--- src/fcb_pkg.sv ---
// package: register map, field positions, command codes and timing for fcb
`default_nettype none
package fcb_pkg;
   // register indices on the avalon bus (address bits 5:2), one 32-bit word per register index
   localparam logic [5:0] ADDR_W = 6'h06;
   localparam logic [3:0] IDX_CLKDIV   = 4'h0;
   localparam logic [3:0] IDX_CONFIG   = 4'h3;
   localparam logic [3:0] IDX_STATUS   = 4'h5;
   localparam logic [3:0] IDX_CMD      = 4'h6;
   localparam logic [3:0] IDX_TEST_A   = 4'h7;
   localparam logic [3:0] IDX_ADDR_HI  = 4'h8;
   localparam logic [3:0] IDX_ADDR_LO  = 4'h9;
   localparam logic [3:0] IDX_DATA_HI  = 4'ha;
   localparam logic [3:0] IDX_DATA_LO  = 4'hb;
   localparam logic [3:0] IDX_TEST_B   = 4'hc;
   localparam logic [3:0] IDX_TEST_C   = 4'hd;
   localparam logic [3:0] IDX_TEST_D   = 4'he;
   localparam logic [3:0] IDX_TEST_E   = 4'hf;
   localparam logic [3:0] IDX_ARRAY    = 4'h1;
   localparam logic [3:0] IDX_MASK     = 4'h2;
   localparam logic [3:0] IDX_EVENTS   = 4'h4;
   // command code bits that exist
   localparam logic [7:0] CMD_MASK     = 8'h65;
   localparam logic [7:0] CMD_VERIFY   = 8'h05;
   localparam logic [7:0] CMD_PROGRAM  = 8'h20;
   localparam logic [7:0] CMD_SECTOR   = 8'h40;
   localparam logic [7:0] CMD_MASS     = 8'h41;
   // status bits
   localparam int ST_BUF_EMPTY = 7;
   localparam int ST_CMD_DONE  = 6;
   localparam int ST_PROTECTION_VIOLATION_FLAG     = 5;
   localparam int ST_ACCESS_ERROR_FLAG    = 4;
   localparam int ST_BLANK     = 2;
   // clock divider fields
   localparam int DIV_LOADED   = 7;
   localparam int DIV_PRE8     = 6;
   localparam logic [3:0] PRE_DIV_LAST = 4'h7;
   localparam logic [8:0] SECTOR_IGNORE = 9'h1ff;
   localparam logic [7:0] STATUS_RESET = 8'hc0;
   // flash timebase cycles per command kind
   localparam logic [7:0] TICKS_VERIFY  = 8'h04;
   localparam logic [7:0] TICKS_PROGRAM = 8'h08;
   localparam logic [7:0] TICKS_ERASE   = 8'h20;
   typedef enum logic [1:0] {FCB_IDLE, FCB_RUN} fcb_state_t;
endpackage : fcb_pkg
`default_nettype wire

--- src/fcb_flash_command_buffer_ctrl.sv ---
// flash command front end: registers, two-entry command queue, timebase
`default_nettype none
// What this block does
// RULE1: command code keeps only bits 6,5,2,0
// RULE2: only four codes run; others set access error
// RULE3: sector erase drops low nine address bits
// RULE4: mass erase starts from any array address
// RULE5: factory test registers read zero, ignore writes
// RULE6: address registers open only in special mode
// RULE7: data registers open in special mode only
// RULE8: command, address, data form two-entry queue
// RULE9: buffer empty and done flags raise interrupts
// RULE10: engine timed by divided oscillator timebase
// RULE11: software writes divider before any command
// RULE12: software keeps bus clock above minimum
// RULE13: software keeps timebase inside safe window
// RULE14: divider write sets loaded bit
// RULE15: unloaded divider blocks launch, sets access error
// RULE16: pre-divide bit plus six-bit divide field
// RULE17: pre-divide by eight, then field plus one
// RULE18: software: array write, code, launch order
// RULE19: error flags block launch; write one clears
module fcb_flash_command_buffer_ctrl
   import fcb_pkg::*;
(
   input  wire logic                  clk,
   input  wire logic                  rst,
   input  wire logic                  osc_clk_in,
   input  wire logic                  special_mode,
   input  wire logic                  protect_hit,
   input  wire logic [fcb_pkg::ADDR_W-1:0] avs_address,
   input  wire logic                  avs_read,
   input  wire logic                  avs_write,
   input  wire logic [31:0]           avs_writedata,
   output logic      [31:0]           avs_readdata,
   output logic                       avs_waitrequest,
   output logic                       irq,
   output logic                       engine_busy,
   output logic      [7:0]            engine_cmd,
   output logic      [15:0]           engine_addr,
   output logic      [15:0]           engine_data
);
   import fcb_pkg::*;

   // ****************************************
   // bus decode
   // ****************************************
   logic [3:0] idx;
   logic       acc_ok;
   logic       wr_stb;
   logic       rd_stb;
   logic       ack_reg;
   assign idx    = avs_address[5:2];
   assign acc_ok = (avs_address[1:0] == 2'b00);
   // every access takes exactly one wait cycle
   assign wr_stb = avs_write && ack_reg && acc_ok;
   assign rd_stb = avs_read && ack_reg;

   always_ff @(posedge clk) begin
      if (rst) ack_reg <= 1'b0;
      else ack_reg <= (avs_read || avs_write) && !ack_reg;
   end
   always_ff @(posedge clk) begin
      if (rst) avs_waitrequest <= 1'b1;
      else avs_waitrequest <= !((avs_read || avs_write) && !ack_reg);
   end

   // ****************************************
   // oscillator sync and timebase
   // ****************************************
   logic [2:0] osc_sync_reg;
   logic       osc_level_reg;
   logic       osc_rise;
   always_ff @(posedge clk) begin
      if (rst) osc_sync_reg <= 3'b000;
      else osc_sync_reg <= {osc_sync_reg[1:0], osc_clk_in};
   end
   always_ff @(posedge clk) begin
      if (rst) osc_level_reg <= 1'b0;
      else if (osc_sync_reg[1] == osc_sync_reg[2])
         osc_level_reg <= osc_sync_reg[2];
   end
   assign osc_rise = (osc_sync_reg[1] == osc_sync_reg[2])
                     && osc_sync_reg[2] && !osc_level_reg;

   logic [7:0] clkdiv_reg;
   logic [3:0] pre_cnt_reg;
   logic [5:0] div_cnt_reg;
   logic       pre_tick;
   logic       flash_timebase_clock_tick;
   assign pre_tick = osc_rise && (!clkdiv_reg[DIV_PRE8]          // RULE17
                     || pre_cnt_reg == PRE_DIV_LAST);
   // >= so a smaller new divide field never waits for a counter wrap
   assign flash_timebase_clock_tick = pre_tick && (div_cnt_reg >= clkdiv_reg[5:0]); // RULE16

   always_ff @(posedge clk) begin
      if (rst) pre_cnt_reg <= 4'h0;
      else if (osc_rise)
         pre_cnt_reg <= (pre_cnt_reg == PRE_DIV_LAST) ? 4'h0
                        : pre_cnt_reg + 4'h1;
   end
   always_ff @(posedge clk) begin
      if (rst) div_cnt_reg <= 6'h00;
      else if (flash_timebase_clock_tick) div_cnt_reg <= 6'h00;                  // RULE17
      else if (pre_tick) div_cnt_reg <= div_cnt_reg + 6'h01;
   end

   // divider register; bit 7 is the loaded flag
   always_ff @(posedge clk) begin
      if (rst) clkdiv_reg <= 8'h00;
      else if (wr_stb && idx == IDX_CLKDIV)
         clkdiv_reg <= {1'b1, avs_writedata[6:0]};               // RULE14
   end

   // ****************************************
   // command write sequence and queue
   // ****************************************
   logic [7:0]  status_reg;
   logic [7:0]  cmd_reg;
   logic [15:0] addr_reg;
   logic [15:0] data_reg;
   logic        seq_addr_reg;
   logic        pend_reg;
   logic [7:0]  pend_cmd_reg;
   logic [15:0] pend_addr_reg;
   logic [15:0] pend_data_reg;
   logic [7:0]  tick_cnt_reg;
   fcb_state_t  state_reg;
   logic        array_wr;
   logic        launch_req;
   logic        legal_cmd;
   logic        blocked;
   logic        launch_ok;
   logic        launch_bad;
   logic        start_next;
   logic        finish;
   logic [7:0]  cmd_ticks;

   assign array_wr   = wr_stb && idx == IDX_ARRAY;              // RULE4
   assign launch_req = wr_stb && idx == IDX_STATUS
                       && avs_writedata[ST_BUF_EMPTY]
                       && status_reg[ST_BUF_EMPTY] == 1'b0 ? 1'b0
                       : wr_stb && idx == IDX_STATUS
                       && avs_writedata[ST_BUF_EMPTY] && seq_addr_reg;
   assign legal_cmd  = cmd_reg == CMD_VERIFY || cmd_reg == CMD_PROGRAM
                       || cmd_reg == CMD_SECTOR || cmd_reg == CMD_MASS;
   assign blocked    = status_reg[ST_ACCESS_ERROR_FLAG] || status_reg[ST_PROTECTION_VIOLATION_FLAG]; // RULE19
   assign launch_bad = launch_req && !blocked
                       && (!legal_cmd || !clkdiv_reg[DIV_LOADED]); // RULE2 RULE15
   assign launch_ok  = launch_req && !blocked && legal_cmd
                       && clkdiv_reg[DIV_LOADED] && !protect_hit
                       && !pend_reg;                              // RULE8
   assign finish     = state_reg == FCB_RUN && flash_timebase_clock_tick
                       && tick_cnt_reg == 8'h00;                  // RULE10
   assign start_next = pend_reg && (state_reg == FCB_IDLE || finish);

   always_comb begin
      case (pend_cmd_reg)
         CMD_VERIFY:  cmd_ticks = TICKS_VERIFY;
         CMD_PROGRAM: cmd_ticks = TICKS_PROGRAM;
         default:     cmd_ticks = TICKS_ERASE;
      endcase
   end

   always_ff @(posedge clk) begin
      if (rst) seq_addr_reg <= 1'b0;
      else if (array_wr && status_reg[ST_BUF_EMPTY]) seq_addr_reg <= 1'b1;
      else if (launch_req) seq_addr_reg <= 1'b0;
   end

   // capture stage; special mode may also poke it directly
   always_ff @(posedge clk) begin
      if (rst) begin
         addr_reg <= 16'h0000;
         data_reg <= 16'h0000;
      end else if (array_wr && status_reg[ST_BUF_EMPTY]) begin
         addr_reg <= avs_writedata[31:16];
         data_reg <= avs_writedata[15:0];
      end else if (wr_stb && special_mode) begin                 // RULE6 RULE7
         case (idx)
            IDX_ADDR_HI: addr_reg[15:8] <= avs_writedata[7:0];
            IDX_ADDR_LO: addr_reg[7:0]  <= avs_writedata[7:0];
            IDX_DATA_HI: data_reg[15:8] <= avs_writedata[7:0];
            IDX_DATA_LO: data_reg[7:0]  <= avs_writedata[7:0];
            default: ;
         endcase
      end
   end

   always_ff @(posedge clk) begin
      if (rst) cmd_reg <= 8'h00;
      else if (wr_stb && idx == IDX_CMD && seq_addr_reg)
         cmd_reg <= avs_writedata[7:0] & CMD_MASK;               // RULE1
   end

   // second stage: waits while the engine runs
   always_ff @(posedge clk) begin
      if (rst) begin
         pend_reg      <= 1'b0;
         pend_cmd_reg  <= 8'h00;
         pend_addr_reg <= 16'h0000;
         pend_data_reg <= 16'h0000;
      end else if (launch_ok) begin
         pend_reg      <= 1'b1;
         pend_cmd_reg  <= cmd_reg;
         pend_addr_reg <= (cmd_reg == CMD_SECTOR)
                          ? (addr_reg & ~{7'h00, SECTOR_IGNORE})  // RULE3
                          : addr_reg;
         pend_data_reg <= data_reg;
      end else if (start_next) pend_reg <= 1'b0;
   end

   // ****************************************
   // engine
   // ****************************************
   always_ff @(posedge clk) begin
      if (rst) state_reg <= FCB_IDLE;
      else case (state_reg)
         FCB_IDLE: if (start_next) state_reg <= FCB_RUN;
         FCB_RUN:  if (finish && !pend_reg) state_reg <= FCB_IDLE;
         default:  state_reg <= FCB_IDLE;
      endcase
   end
   always_ff @(posedge clk) begin
      if (rst) tick_cnt_reg <= 8'h00;
      else if (start_next) tick_cnt_reg <= cmd_ticks;
      else if (state_reg == FCB_RUN && flash_timebase_clock_tick && tick_cnt_reg != 8'h00)
         tick_cnt_reg <= tick_cnt_reg - 8'h01;                    // RULE10
   end
   always_ff @(posedge clk) begin
      if (rst) begin
         engine_cmd  <= 8'h00;
         engine_addr <= 16'h0000;
         engine_data <= 16'h0000;
      end else if (start_next) begin
         engine_cmd  <= pend_cmd_reg;
         engine_addr <= pend_addr_reg;
         engine_data <= pend_data_reg;
      end
   end
   always_ff @(posedge clk) begin
      if (rst) engine_busy <= 1'b0;
      else engine_busy <= (state_reg == FCB_RUN && !(finish && !pend_reg))
                          || start_next;
   end

   // ****************************************
   // status flags; hardware set beats software clear
   // ****************************************
   logic stat_clr;
   assign stat_clr = wr_stb && idx == IDX_STATUS;
   always_ff @(posedge clk) begin
      if (rst) status_reg <= STATUS_RESET;
      else begin
         // buffer empty: clears on launch, sets once stage two frees
         if (launch_ok) status_reg[ST_BUF_EMPTY] <= 1'b0;
         else if (!pend_reg || start_next) status_reg[ST_BUF_EMPTY] <= 1'b1;
         if (launch_ok) status_reg[ST_CMD_DONE] <= 1'b0;
         else if (finish && !pend_reg) status_reg[ST_CMD_DONE] <= 1'b1;
         if (launch_req && !blocked && protect_hit && legal_cmd
             && clkdiv_reg[DIV_LOADED])
            status_reg[ST_PROTECTION_VIOLATION_FLAG] <= 1'b1;
         else if (stat_clr && avs_writedata[ST_PROTECTION_VIOLATION_FLAG])
            status_reg[ST_PROTECTION_VIOLATION_FLAG] <= 1'b0;                        // RULE19
         if (launch_bad) status_reg[ST_ACCESS_ERROR_FLAG] <= 1'b1;         // RULE2
         else if (stat_clr && avs_writedata[ST_ACCESS_ERROR_FLAG])
            status_reg[ST_ACCESS_ERROR_FLAG] <= 1'b0;                       // RULE19
         if (launch_ok) status_reg[ST_BLANK] <= 1'b0;
         else if (finish && engine_cmd == CMD_VERIFY)
            status_reg[ST_BLANK] <= 1'b1;
      end
   end

   // ****************************************
   // interrupt: sticky events, w1c, masked
   // ****************************************
   logic [1:0] event_reg;
   logic [1:0] mask_reg;
   always_ff @(posedge clk) begin
      if (rst) mask_reg <= 2'b00;
      else if (wr_stb && idx == IDX_MASK) mask_reg <= avs_writedata[1:0];
   end
   always_ff @(posedge clk) begin
      if (rst) event_reg <= 2'b00;
      else begin                                                 // RULE9
         // buffer empty rises when stage two hands over to the engine
         event_reg[0] <= (!status_reg[ST_BUF_EMPTY] && start_next)
                         || (event_reg[0] && !(wr_stb && idx == IDX_EVENTS
                         && avs_writedata[0]));
         event_reg[1] <= (finish && !pend_reg)
                         || (event_reg[1] && !(wr_stb && idx == IDX_EVENTS
                         && avs_writedata[1]));
      end
   end
   always_ff @(posedge clk) begin
      if (rst) irq <= 1'b0;
      else irq <= |(event_reg & mask_reg);                       // RULE9
   end

   // ****************************************
   // read mux
   // ****************************************
   logic [7:0] rd_byte;
   always_comb begin
      rd_byte = 8'h00;                                           // RULE5
      case (idx)
         IDX_CLKDIV: rd_byte = clkdiv_reg;
         IDX_STATUS: rd_byte = status_reg;
         IDX_CMD:    rd_byte = cmd_reg;
         IDX_MASK:   rd_byte = {6'h00, mask_reg};
         IDX_EVENTS: rd_byte = {6'h00, event_reg};
         IDX_ADDR_HI: rd_byte = special_mode ? addr_reg[15:8] : 8'h00; // RULE6
         IDX_ADDR_LO: rd_byte = special_mode ? addr_reg[7:0] : 8'h00;
         IDX_DATA_HI: rd_byte = special_mode ? data_reg[15:8] : 8'h00; // RULE7
         IDX_DATA_LO: rd_byte = special_mode ? data_reg[7:0] : 8'h00;
         default:    rd_byte = 8'h00;
      endcase
   end
   always_ff @(posedge clk) begin
      if (rst) avs_readdata <= 32'h0000_0000;
      else if (avs_read && !ack_reg) avs_readdata <= {24'h00_0000, rd_byte};
   end

   // ****************************************
   // checks
   // ****************************************
   chk_cmd_bits: assert property (@(posedge clk) disable iff (rst) // RULE1
      (cmd_reg & ~CMD_MASK) == 8'h00) else $error("command stray bits");
   chk_bad_code: assert property (@(posedge clk) disable iff (rst) // RULE2
      launch_req && !blocked && !legal_cmd |=> status_reg[ST_ACCESS_ERROR_FLAG])
      else $error("illegal code not flagged");
   chk_sector_low: assert property (@(posedge clk) disable iff (rst) // RULE3
      launch_ok && cmd_reg == CMD_SECTOR |=> pend_addr_reg[8:0] == 9'h000)
      else $error("sector low bits kept");
   chk_test_zero: assert property (@(posedge clk) disable iff (rst) // RULE5
      avs_read && !ack_reg && idx == IDX_TEST_C
      |=> avs_readdata == 32'h0000_0000) else $error("test reg nonzero");
   chk_addr_hidden: assert property (@(posedge clk) disable iff (rst) // RULE6
      avs_read && !ack_reg && idx == IDX_ADDR_HI && !special_mode
      |=> avs_readdata == 32'h0000_0000) else $error("address visible");
   chk_queue_one: assert property (@(posedge clk) disable iff (rst) // RULE8
      pend_reg && !start_next |=> pend_reg) else $error("queue lost entry");
   chk_div_load: assert property (@(posedge clk) disable iff (rst) // RULE14
      wr_stb && idx == IDX_CLKDIV |=> clkdiv_reg[DIV_LOADED])
      else $error("loaded bit not set");
   chk_no_div: assert property (@(posedge clk) disable iff (rst) // RULE15
      launch_req && !clkdiv_reg[DIV_LOADED] |-> !launch_ok)
      else $error("launch without divider");
   chk_err_block: assert property (@(posedge clk) disable iff (rst) // RULE19
      blocked |-> !launch_ok) else $error("launch while error set");
   cov_launch: cover property (@(posedge clk) launch_ok);
   cov_back_to_back: cover property (@(posedge clk) pend_reg && engine_busy);
   chk_empty_event: assert property (@(posedge clk) disable iff (rst) // RULE9
      !status_reg[ST_BUF_EMPTY] && start_next |=> event_reg[0])
      else $error("buffer empty event missed");
   chk_irq_level: assert property (@(posedge clk) disable iff (rst) // RULE9
      |(event_reg & mask_reg) |=> irq) else $error("interrupt not raised");
   chk_protection_violation_flag_set: assert property (@(posedge clk) disable iff (rst) // RULE19
      launch_req && !blocked && protect_hit && legal_cmd
      && clkdiv_reg[DIV_LOADED] |=> status_reg[ST_PROTECTION_VIOLATION_FLAG])
      else $error("protection violation not flagged");
   chk_addr_locked: assert property (@(posedge clk) disable iff (rst) // RULE6
      wr_stb && !special_mode && idx == IDX_ADDR_HI |=> $stable(addr_reg))
      else $error("address written in normal mode");
   chk_data_locked: assert property (@(posedge clk) disable iff (rst) // RULE7
      wr_stb && !special_mode && idx == IDX_DATA_LO |=> $stable(data_reg))
      else $error("data written in normal mode");
   // main scenarios: launch, queued pair, error, handover, prescaled tick
   cov_access_error_flag: cover property (@(posedge clk) launch_bad);
   cov_buf_event: cover property (@(posedge clk)
      !status_reg[ST_BUF_EMPTY] && start_next);
   cov_prescale: cover property (@(posedge clk)
      flash_timebase_clock_tick && clkdiv_reg[DIV_PRE8]);
endmodule // fcb_flash_command_buffer_ctrl
`default_nettype wire

--- config.mk ---
export PLATFORM = sky130hd
export DESIGN_NAME = fcb_flash_command_buffer_ctrl
export DESIGN_NICKNAME = d
export VERILOG_FILES = /design/src/fcb_pkg.sv /design/src/fcb_flash_command_buffer_ctrl.sv
export SDC_FILE = /design/constraint.sdc
export NUM_CORES = 1
export LEC_CHECK = 0
export ABC_AREA = 1
export BUFFER_PORTS_ARGS = -buffer_cell sky130_fd_sc_hd__buf_2
export CAP_MARGIN = 20
export CORE_UTILIZATION = 50
export CTS_CLUSTER_SIZE = 14
export DETAILED_ROUTE_END_ITERATION = 6
export GPL_TIMING_DRIVEN = 0
export PLACE_DENSITY = 0.75
export SYNTH_ARGS = -nofsm -noshare
export SYNTH_HDL_FRONTEND = slang
export SYNTH_SLANG_ARGS = --single-unit
--- constraint.sdc ---
create_clock -name clk -period 1.8 [get_ports clk]
set_clock_uncertainty 0.1 [all_clocks]
set_input_delay 0.09 -clock clk [delete_from_list [all_inputs] [get_ports clk]]
set_output_delay 0.09 -clock clk [all_outputs]
set_load 0.005 [all_outputs]
Yosys cells after proc, flatten, opt, wreduce, memory -nomap -nowiden:

Cells that the tools add are included.

* bits in registers: 163
* bits of input ports: 45
* output and inout bits: 75

* add/subtract/negate cells: 3
* order comparisons: 1
* equal/unequal tests: 21
* multiplexer cells: 34
* bitwise gates (word level): 2
* reductions and logical operators: 93

Operators with widths (number)
* 8-bit two-way mux: 10
* 8-bit one-hot mux with 9 select lines: 1
* 16-bit two-way mux: 4
* 1-bit logical AND: 43
* 4-bit by 3-bit == test with 1-bit output (second input constant): 6
* 4-bit == test (second input constant): 6
* 2-bit nonzero test: 12
* 4-bit by 2-bit == test with 1-bit output (second input constant): 4
* 1-bit zero test: 13
* 1-bit two-way mux: 13
* 1-bit logical OR: 12
* 6-bit one-hot mux with 2 select lines: 1
* 2-bit AND reduction: 5
* 9-bit two-way mux: 1
* 8-bit zero test: 1
* 8-bit nonzero test: 1
* 8-bit by 1-bit subtractor with 8-bit output (second input constant): 1
* 6-bit by 1-bit adder with 6-bit output (second input constant): 1
* 6-bit >= comparator: 1
* 2-bit OR reduction: 3
* 4-bit by 1-bit adder with 4-bit output (second input constant): 1
* 4-bit by 1-bit == test with 1-bit output (second input constant): 1
* 2-bit zero test: 2
* 4-bit zero test: 1
* 8 further kinds: 10

Depth between registers and ports, before layout:

Gate-level depths: netlist (run 1).

* word-level depth: 12
* mapped depth: 15

Worst setup path after synthesis (run 1):

Ideal clock, no wire load.

* path kind: reg2reg
* start point: register clkdiv_reg[5]
* end point: register engine_addr[0]
* data arrival time: 1.747 ns
* data required time: 1.630 ns
* path slack: -0.117 ns
* cell stages (with the launch flop): 13
* buffers on the path: 1
* clock period less this slack: 1.917 ns
* cells stage by stage: dfxtp_1 > inv_1 > ha_1 > nand2_1 > inv_1 > a21oi_1 > nand2_1 > nand2_1 > o21bai_4 > nand2_2 > clkbuf_1 > nand2_1 > a21oi_1

* cells in the longest elaborated chain, start to end: 6

Ends and longest elaborated chain
* start: declaration: RTL line fcb_flash_command_buffer_ctrl.sv:86 `logic [7:0] clkdiv_reg;`
* start signal: assignment: RTL line fcb_flash_command_buffer_ctrl.sv:112 `clkdiv_reg <= {1'b1, avs_writedata[6:0]};`
* 6-bit >= comparator: RTL line fcb_flash_command_buffer_ctrl.sv:94 `assign flash_timebase_clock_tick = pre_tick && (div_cnt_reg >= clkdiv_reg[5:0]);`
* 1-bit logical AND: RTL line fcb_flash_command_buffer_ctrl.sv:94
* 1-bit logical AND: RTL line fcb_flash_command_buffer_ctrl.sv:153 `assign finish = state_reg == FCB_RUN && flash_timebase_clock_tick`
* 1-bit logical AND: RTL line fcb_flash_command_buffer_ctrl.sv:154 `&& tick_cnt_reg == 8'h00;`
* 1-bit logical OR: RTL line fcb_flash_command_buffer_ctrl.sv:155 `assign start_next = pend_reg && (state_reg == FCB_IDLE || finish);`
* 1-bit logical AND: RTL line fcb_flash_command_buffer_ctrl.sv:155
* end signal: assignment: RTL line fcb_flash_command_buffer_ctrl.sv:237 `engine_addr <= pend_addr_reg;`
* end: declaration: RTL line fcb_flash_command_buffer_ctrl.sv:40 `output logic [15:0] engine_addr,`

No other way between the ends.
A chain may end at the register's enable or synchronous reset.

Worst setup path after layout (run 1):

* start point: register div_cnt_reg[0]
* end point: register engine_addr[8]

* cells in the longest elaborated chain, start to end: 6

Ends and longest elaborated chain
* start: declaration: RTL line fcb_flash_command_buffer_ctrl.sv:88 `logic [5:0] div_cnt_reg;`
* start signal: assignment: RTL line fcb_flash_command_buffer_ctrl.sv:105 `else if (pre_tick) div_cnt_reg <= div_cnt_reg + 6'h01;`
* 6-bit >= comparator: RTL line fcb_flash_command_buffer_ctrl.sv:94
* 1-bit logical AND: RTL line fcb_flash_command_buffer_ctrl.sv:94
* 1-bit logical AND: RTL line fcb_flash_command_buffer_ctrl.sv:153
* 1-bit logical AND: RTL line fcb_flash_command_buffer_ctrl.sv:154
* 1-bit logical OR: RTL line fcb_flash_command_buffer_ctrl.sv:155
* 1-bit logical AND: RTL line fcb_flash_command_buffer_ctrl.sv:155

No other way between the ends.

==> results of run 1 <==
==> synth_stat cells (2+ instances only) <==
cell type | number | area [um^2]
nor4_1 | 3 | 18.8
nand3_2 | 3 | 30.0
o221ai_1 | 20 | 175
nand3_1 | 92 | 460
a211oi_1 | 10 | 75.1
nand4_1 | 6 | 37.5
clkbuf_1 | 19 | 71.3
a21oi_1 | 78 | 390
o21ai_2 | 21 | 184
xor2_1 | 7 | 61.3
buf_1 | 8 | 30.0
o21ai_0 | 45 | 225
nor3b_1 | 2 | 15.0
o31ai_1 | 2 | 15.0
buf_4 | 28 | 210
nand2_1 | 187 | 702
inv_1 | 117 | 439
o22ai_1 | 20 | 125
a221oi_1 | 2 | 17.5
a21boi_0 | 2 | 15.0
inv_2 | 3 | 11.3
ha_1 | 10 | 125
nor3_1 | 5 | 25.0
nor2_1 | 51 | 191
buf_6 | 2 | 22.5
dfxtp_1 | 162 | 3240
nor2_4 | 6 | 67.6
nor3_2 | 2 | 20.0
nand2_2 | 2 | 12.5
buf_2 | 11 | 55.1
o21ai_1 | 3 | 15.0
==> cells by family (layout without fill, tap and decap cells) <==
family,after synthesis,count (layout)
simple gates,367,371
fa+ha+maj,10,10
xor+xnor,7,7
other cells,1,28
flops,162,162
compound gates,208,208
buf+inv,189,384
==> worst min path at each step <==
| stage | endpoint | slack, ps | cells after the start |
|---|---|---|---|
| 2_1_floorplan | osc_sync_reg[0]$_SDFF_PP0_ | 100 | 2 |
| 3_3_place_gp | osc_sync_reg[0]$_SDFF_PP0_ | 220 | 3 |
| 3_5_place_dp | osc_sync_reg[0]$_SDFF_PP0_ | 220 | 3 |
| 4_1_cts | avs_readdata[1]$_SDFFE_PP0P_ | 50 | 5 |
| 5_1_grt | avs_readdata[1]$_SDFFE_PP0P_ | 70 | 5 |
| 6_report | mask_reg[0]$_SDFFE_PP0P_ | 50 | 5 |
==> critical path: cells and delay by family (launching register included) <==
family                   cells  cell delay, ps
AO/OA/AOI/OAI                2             320
adder cells (fa/ha/maj)      1             250
buffers and inverters        5             490
flip-flops                   1             340
AND/OR/NAND/NOR              7             460
==> report_power, final <==
part,switching (uW),internal [uW],total (uW)
Clock,1570,1950,3520
Combinational,241,169,409
Sequential,5.61,3590,3600
==> stage by stage <==
step | hold slack (ps) | utilization | setup TNS (ps)
4_1_cts | 46.9 | 0.681 | -5780
3_3_place_gp | 219 | 0.575 | -25010
2_1_floorplan | 97.0 | - | -217
3_5_place_dp | 223 | 0.575 | -28180
6_report | 48.5 | 0.717 | -8840
5_1_grt | 72.9 | 0.717 | -15500
==> routing by layer <==
metal | vias to the layer above | track usage | part of all wire
met3 | 69 | 0.0604 | 0.084
met1 | 3385 | 0.386 | 0.42
met2 | 391 | 0.454 | 0.46
met5 | - | 0 | 0
li1 | 3526 | - | -
met4 | 0 | 0.135 | 0.036
==> timing repair <==
| action | CTS | global route |
|---|---|---|
| pin swaps | 20 | 34 |
| buffers inserted | 16 | 17 |
| gates resized for setup | 101 | 95 |
| hold endpoints to repair | 54 | 0 |
| endpoints found under the setup margin | 121 | 121 |
| gates cloned | 5 | 3 |
| hold buffers | 36 | 0 |
==> layout make-up <==
class / count / area share
Inverter: 121 / 0.0464
Multi-Input combinational cell: 624 / 0.383
Clock buffer: 18 / 0.0438
Clock inverter: 14 / 0.0126
Sequential cell: 162 / 0.325
Timing Repair Buffer: 163 / 0.117
Tap cell: 180 / 0.0225
Buffer: 68 / 0.0505
==> impl_metrics.yaml, run 1 <==
clock_tree:
  clock_sinks: 162
  root_buffer: "clkbuf_16"
  cts_tree: "done"
  clkTransAtPathRegs_ps: 70
  clk_path_buf_depth: 2
  cts_buffers: 17
  h-tree-depth: 4
  clkLatencyLatePin_ps: 440
critical_path:
  crit_path_end_kind: "flop"
  rr_startpoint: "div_cnt_reg[0]$_SDFFE_PP0P_"
  critical_path_class: "flop to flop"
  r2r_slack_ps: -240
  cp_max_fo: 10
  cp_data_required_time_ps: 2070
  endpoint: "engine_addr[8]$_SDFFE_PP0P_"
  startpoint: "div_cnt_reg[0]$_SDFFE_PP0P_"
  slowest_delay_ps: 340
  r2r-end: "engine_addr[8]$_SDFFE_PP0P_"
  crit_slowest_cell: "dfxtp_2"
  worstPathCellList: "inv_2 > ha_4 > inv_2 > nand2_1 > nand2_1 > nand2_1 > nand2_1 > nand2_2 > nand2_4 > o21bai_4 > buf_12 > buf_12 > buf_8 > nand3_1 > a21oi_1"
  startpoint_type: "flop"
  r2r_cells: 15
  worstPathArrival_ps: 2300
  critical_path.most_common_cell: "nand2_1"
die:
  die_h_um: 122
  dieArea_um2: 15000
  coreArea_um2: 14000
  initial_core_util: 0.518
  io_pins: 120
  num_rows: 43
  die_w_um: 122
finish:
  drive_gt1_frac: 0.320
  layout_common_cells: "dfxtp_1 (151), nand2_1 (147), inv_1 (107)"
  finalNetCount: 1212
  multiInputGateArea_um2: 3840
  antenna_cells: 0
  fillerInstances: 1054
  regArea_um2: 3260
  area_growth_syn_to_layout_pct: 38.5
  final_area_um2: 10000
  instances_no_fill: 1350
  final_common_cell: "dfxtp_1"
global_routing:
  grt_pass1_wl_mm: 33.3
  grt_max_degree: 17
  grtUsageTotal: 0.292
  antenna_found_initial: 0
  grt_overflow_total: 0
  grt_pass1_vias: 6570
power_and_ir_drop:
  leakage_uw: 0.00422
  power_uw: 7530
  peakVddDrop_uv: 674
  power_density_nw_per_um2: 751
placed_design:
  post-place-ws_ps: -416
  dp_cells: 1241
  gp_congestion: 0.964
  placed_area_um2: 8050
  dp.final_hpwl_mm: 14.3
  portBuffers: 90
sta:
  finalCriticalPeriod_ps: 2040
  min_period_over_period: 1.13
  maxSlewHeadroom: 0.426
  rsz0062_at_grt: "true"
  fmax_ghz: 0.491
  slew_violations: 0
  fin_ws_ps: -235
  setup_violations: 52
  tightestPinTransition_ps: 860
  finalHoldViolCount: 0
detailed_routing:
  vias: 7371
  route.detailed.drc: 0
  drt_iter0_drc: 805
  ant_nets: 0
  drt_wl_total_mm: 22.1
  wl_per_cell_um: 16.4
  firstDrtPassIters: 6
  avgViaCountPerCell: 5.46
synthesis:
  synth_top_family_by_area: "simple AND/OR/NAND/NOR gates"
  synthFlopType: "dfxtp_1"
  synthMuxAreaShare: 0
  syn_inst: 944
  yosys.area_share.adder: 0.0173
  syn_area_um2: 7240
  synth_edf_count: 0
  synth.distinct_cells: 46
  ys_warn_count: 0
  syn_avg_cell_area_um2: 7.67
  synthArstFlopShare: 0
  synth_compound_area_frac: 0.179
  synth_xor_area_frac: 0.00847
  synth-seq-cells: 162
  synth-simple-area-share: 0.230
  ys_seq_area_frac: 0.448
hold_path:
  min_path_type: "input port to flop"
  hp-start: "avs_address[0]"
job:
  max-cap-violations: 0
status:
  failed_checks: "setup timing"
  status: "finished with violations"
(Power assumes the default switching activity.)
==> run 2, diff against run 1 <==
--- a/config.mk
+++ b/config.mk
@@ -8,11 +8,10 @@
 export ABC_AREA = 1
 export BUFFER_PORTS_ARGS = -buffer_cell sky130_fd_sc_hd__buf_2
 export CAP_MARGIN = 20
-export CORE_UTILIZATION = 50
-export CTS_CLUSTER_SIZE = 14
+export CORE_UTILIZATION = 45
 export DETAILED_ROUTE_END_ITERATION = 6
 export GPL_TIMING_DRIVEN = 0
-export PLACE_DENSITY = 0.75
+export PLACE_DENSITY = 0.69
 export SYNTH_ARGS = -nofsm -noshare
 export SYNTH_HDL_FRONTEND = slang
 export SYNTH_SLANG_ARGS = --single-unit
==> impl_metrics.yaml, run 2 (same netlist as run 1, synthesis figures left out) <==
status:
  status: "finished with violations"
  failed_checks: "setup timing"
hold_path:
  holdPathEnd: "mask_reg[0]$_SDFFE_PP0P_"
  whs_path_depth: 5
  min_path_type: "input port to flop"
  hp-start: "avs_address[0]"
detailed_routing:
  avgViaCountPerCell: 5.22
  drt_wl_total_mm: 22.6
  ant_nets: 0
  route.detailed.drc: 0
  drt_iter0_drc: 652
  firstDrtPassIters: 6
  wl_per_cell_um: 16.4
  vias: 7203
die:
  dieArea_um2: 16600
  coreArea_um2: 15400
  io_pins: 120
  die_h_um: 129
  initial_core_util: 0.469
  num_rows: 45
  die_w_um: 129
critical_path:
  worstPathCellList: "inv_2 > ha_4 > nand2_4 > nor2_2 > nand2_2 > nand2_4 > nand2_4 > o21bai_4 > buf_12 > buf_12 > buf_6 > nand3_1 > a21oi_1"
  slowest_delay_ps: 330
  r2r_cells: 13
  critical_path_class: "flop to flop"
  startpoint_type: "flop"
  worstPathArrival_ps: 2290
  rr_startpoint: "clkdiv_reg[5]$_SDFFE_PP0P_"
  r2r-end: "engine_data[9]$_SDFFE_PP0P_"
  startpoint: "clkdiv_reg[5]$_SDFFE_PP0P_"
  crit_path_end_kind: "flop"
  critical_path.most_common_cell: "nand2_4"
  r2r_slack_ps: -230
  cp_data_required_time_ps: 2060
  crit_slowest_cell: "dfxtp_2"
  cp_max_fo: 10
sta:
  hold_ws_ps: 66.8
  min_period_over_period: 1.13
  finalHoldViolCount: 0
  tightestPinTransition_ps: 795
  finalCriticalPeriod_ps: 2030
  fmax_ghz: 0.493
  maxSlewHeadroom: 0.470
  rsz0062_at_grt: "true"
  slew_violations: 0
  setup_violations: 78
  fin_ws_ps: -228
global_routing:
  grt_overflow_total: 0
  grt_max_degree: 17
  grt_pass1_wl_mm: 34.1
  grt_pass1_vias: 6503
  grtUsageTotal: 0.271
  antenna_found_initial: 0
clock_tree:
  clkLatencyLatePin_ps: 440
  h-tree-depth: 4
  clk_path_buf_depth: 2
  clkTransAtPathRegs_ps: 60
  root_buffer: "clkbuf_16"
  cts_tree: "done"
  clock_sinks: 162
  cts_buffers: 17
finish:
  drive_gt1_frac: 0.322
  finalNetCount: 1212
  final_util: 0.660
  final_common_cell: "nand2_1"
  antenna_cells: 0
  area_growth_syn_to_layout_pct: 40.7
  layout_common_cells: "nand2_1 (158), dfxtp_1 (141), inv_1 (104)"
job:
  max-cap-violations: 0
placed_design:
  gp_congestion: 0.904
  dp.final_hpwl_mm: 14.6
  portBuffers: 90
  post-place-ws_ps: -450
power_and_ir_drop:
  power_density_nw_per_um2: 763
  peakVddDrop_uv: 717
  leakage_uw: 0.00428
[run 2: power by group]
group	switching, uW	internal, uW	total (uW)
sequential	6.02	3590	3600
clock	1520	2250	3760
combinational	245	167	412
total	1770	6010	7770
[run 2: stage by stage]
step	cells	setup TNS, ps	instance area, um^2	power, uW
after floorplan	971	-217	7370	3860
final	1380	-8360	10200	7770
after CTS	1367	-5210	9690	7770
after global routing	1380	-15030	10200	7970
after global placement	1272	-27730	8090	3990
after detailed placement	1272	-30400	8090	3990
[run 2: per-layer routing]
metal,vias up,GRT usage,share of wire
li1,3523,-,-
met1,3323,0.371,0.44
met2,309,0.427,0.45
met3,48,0.0528,0.075
met4,0,0.0948,0.025
met5,-,0,0
[run 2: area by class of cell]
cell class,count,area (um^2)
fillers,1272,5240
multi-input cells,624,3850
flip-flops and latches,162,3280
repair buffers,164,1230
plain buffers,67,489
inverters,121,460
clock buffers,19,453
well taps,211,264
clock inverters,12,159
[run 2: worst max-delay path by stage]
stage	endpoint	slack [ps]
floorplan	tick_cnt_reg[3]$_SDFFE_PP0P_	-10
finish	engine_data[9]$_SDFFE_PP0P_	-230
global route	engine_data[10]$_SDFFE_PP0P_	-300
detailed placement	event_reg[0]$_SDFF_PP0_	-450
CTS	tick_cnt_reg[3]$_SDFFE_PP0P_	-160
global placement	event_reg[0]$_SDFF_PP0_	-430
[run 2: what timing repair did]
item,4_1_cts,5_1_grt
cloned,8,3
hold buffers,36,0
resized for setup,103,109
endpoints found under the hold margin,50,0
buffers inserted,22,11
setup endpoints to repair,121,124
pin swaps,42,42
[run 2: critical path, delay by kind of cell, from the launching register on]
kind | cells | cell delay (ps)
AO/OA/AOI/OAI | 2 | 310
adder cells (fa/ha/maj) | 1 | 280
flip-flops | 1 | 330
AND/OR/NAND/NOR | 6 | 450
buffers and inverters | 4 | 470
==> run 3, diff against run 2 <==
--- a/config.mk
+++ b/config.mk
@@ -8,10 +8,12 @@
 export ABC_AREA = 1
 export BUFFER_PORTS_ARGS = -buffer_cell sky130_fd_sc_hd__buf_2
 export CAP_MARGIN = 20
-export CORE_UTILIZATION = 45
+export CELL_PAD_IN_SITES_DETAIL_PLACEMENT = 0
+export CELL_PAD_IN_SITES_GLOBAL_PLACEMENT = 2
+export CORE_UTILIZATION = 29
 export DETAILED_ROUTE_END_ITERATION = 6
 export GPL_TIMING_DRIVEN = 0
-export PLACE_DENSITY = 0.69
+export PLACE_DENSITY_LB_ADDON = 0.1
 export SYNTH_ARGS = -nofsm -noshare
 export SYNTH_HDL_FRONTEND = slang
 export SYNTH_SLANG_ARGS = --single-unit
==> impl_metrics.yaml, run 3 (same netlist as run 1, synthesis figures left out) <==
global_routing:
  gr-usage-met2: 0.292
  grt_overflow_total: 0
  grt_pass1_wl_mm: 37.8
  antenna_found_initial: 0
  grt_max_degree: 17
  grt.busiest_layer: "met2"
  use_met3: 0.0327
  grt_pass1_vias: 6440
  grt_use_met1: 0.284
  grtUsageTotal: 0.194
finish:
  final_common_cell: "dfxtp_1"
  layout_common_cells: "dfxtp_1 (138), nand2_1 (137), inv_1 (105)"
  instances_no_fill: 1495
  area_growth_syn_to_layout_pct: 45.7
  finalNetCount: 1213
  drive_gt1_frac: 0.356
  antenna_cells: 0
detailed_routing:
  avgViaCountPerCell: 4.61
  route.detailed.drc: 0
  drt_wl_total_mm: 24.4
  ant_nets: 0
  vias: 6892
  wl_per_cell_um: 16.3
  drt_iter0_drc: 439
  firstDrtPassIters: 5
placed_design:
  portBuffers: 90
  post-place-ws_ps: -455
  dp.final_hpwl_mm: 18.0
  dp_cells: 1385
  gp_congestion: 0.779
status:
  failed_checks: "setup timing"
  status: "finished with violations"
sta:
  min_period_over_period: 1.15
  tightestPinTransition_ps: 850
  slew_violations: 0
  rsz0062_at_grt: "true"
  fin_ws_ps: -276
  finalHoldViolCount: 0
  maxSlewHeadroom: 0.433
  fmax_ghz: 0.482
  finalCriticalPeriod_ps: 2080
  setup_violations: 81
  hold_ws_ps: 7.54
power_and_ir_drop:
  seqPwrFrac: 0.462
  clkPwrFrac: 0.484
  power_uw: 7780
  switchingPower_uw: 1930
  p_int_uw: 5850
  power_density_nw_per_um2: 737
  sw_frac_of_total: 0.248
  leakage_uw: 0.00432
  pwr-share-comb: 0.054
  peakVddDrop_uv: 492
die:
  num_rows: 57
  dieArea_um2: 25600
  die_h_um: 160
  io_pins: 120
  die_w_um: 160
  initial_core_util: 0.297
  coreArea_um2: 24400
critical_path:
  slowest_delay_ps: 340
  worstPathCellList: "inv_2 > ha_4 > inv_2 > nand2_1 > nand2_1 > nand2_1 > nand2_2 > nand2_4 > nand2_4 > o21bai_4 > buf_12 > nand2_8 > clkbuf_16 > nand2_4 > a21oi_2"
  startpoint_type: "flop"
  critical_path_class: "flop to flop"
  cp_max_fo: 5
  r2r_cells: 15
  path_buf_inv: 4
  worst_path_dominant_cell_family: "simple AND/OR/NAND/NOR gates"
  crit_path_end_kind: "flop"
  path_depth: 15
  cp_data_required_time_ps: 1990
  worstPathArrival_ps: 2270
  crit_slowest_cell: "dfxtp_2"
clock_tree:
  clkTransAtPathRegs_ps: 70
  clk_path_buf_depth: 2
  h-tree-depth: 4
  cts_buffers: 17
  cts_tree: "done"
  root_buffer: "clkbuf_16"
  clock_sinks: 162
  clkLatencyLatePin_ps: 430
job:
  max-cap-violations: 0
hold_path:
  min_path_type: "input port to flop"
  whs_path_depth: 5
==> run 3: cell count changes in the layout (fill, tap and decap cells not counted), moves of 7 or more <==
cell and delta:
nand2_1 -21, a21oi_2 +7, nand2_2 +11, nand2_4 +9
==> run 3: layout make-up <==
class	count	area, um^2
inverter	121	459
tap	324	405
clock buffer	17	425
buffer	67	517
timing repair buffer	166	1260
clock inverter	15	170
multi-input combinational	623	4030
fill	2545	13800
sequential	162	3280
==> run 3: path summary, 6_finish.rpt <==
| path | startpoint | end | slack, ps |
|---|---|---|---|
| min | avs_writedata[11] | data_reg[11]$_SDFFE_PP0P_ | 8 |
| max reg2reg | div_cnt_reg[0]$_SDFFE_PP0P_ | engine_addr[0]$_SDFFE_PP0P_ | -280 |
| max | div_cnt_reg[0]$_SDFFE_PP0P_ | engine_addr[0]$_SDFFE_PP0P_ | -280 |
| min reg2reg | osc_sync_reg[0]$_SDFF_PP0_ | osc_sync_reg[1]$_SDFF_PP0_ | 300 |
==> run 3: stage by stage <==
step	util	setup TNS [ps]	area, um^2
floorplan	-	-217	7370
global placement	0.337	-43850	8230
detailed placement	0.337	-40830	8230
CTS	0.413	-10420	10100
global route	0.432	-22440	10500
finish	0.432	-12240	10500
==> run 3: worst min-delay path: cells and delay by family <==
family / cells / cell delay (ps)
AOI/OAI and AO/OA: 2 / 250
buffers and inverters: 3 / 160
==> run 3: what timing repair did <==
item                       in CTS  in global routing
resized for setup             146                122
buffers inserted               24                 10
cloned                         10                  1
pin swaps                      31                 36
hold buffers                   35                  0
setup endpoints to repair     125                128
hold endpoints to repair       48                  0
==> run 3: power by group through the flow <==
stage	clock network, uW	registers, uW	logic, uW
floorplan	0	3680	181
global placement	0	3680	328
detailed placement	0	3680	326
CTS	3860	3600	409
global route	4020	3590	461
finish	3760	3590	424
==> run 3: layer usage <==
layer | wire length, um | vias to the layer above
met5 | 0 | -
met4 | 343 | 0
met3 | 802 | 21
met2 | 10800 | 136
met1 | 12500 | 3208
li1 | - | 3527
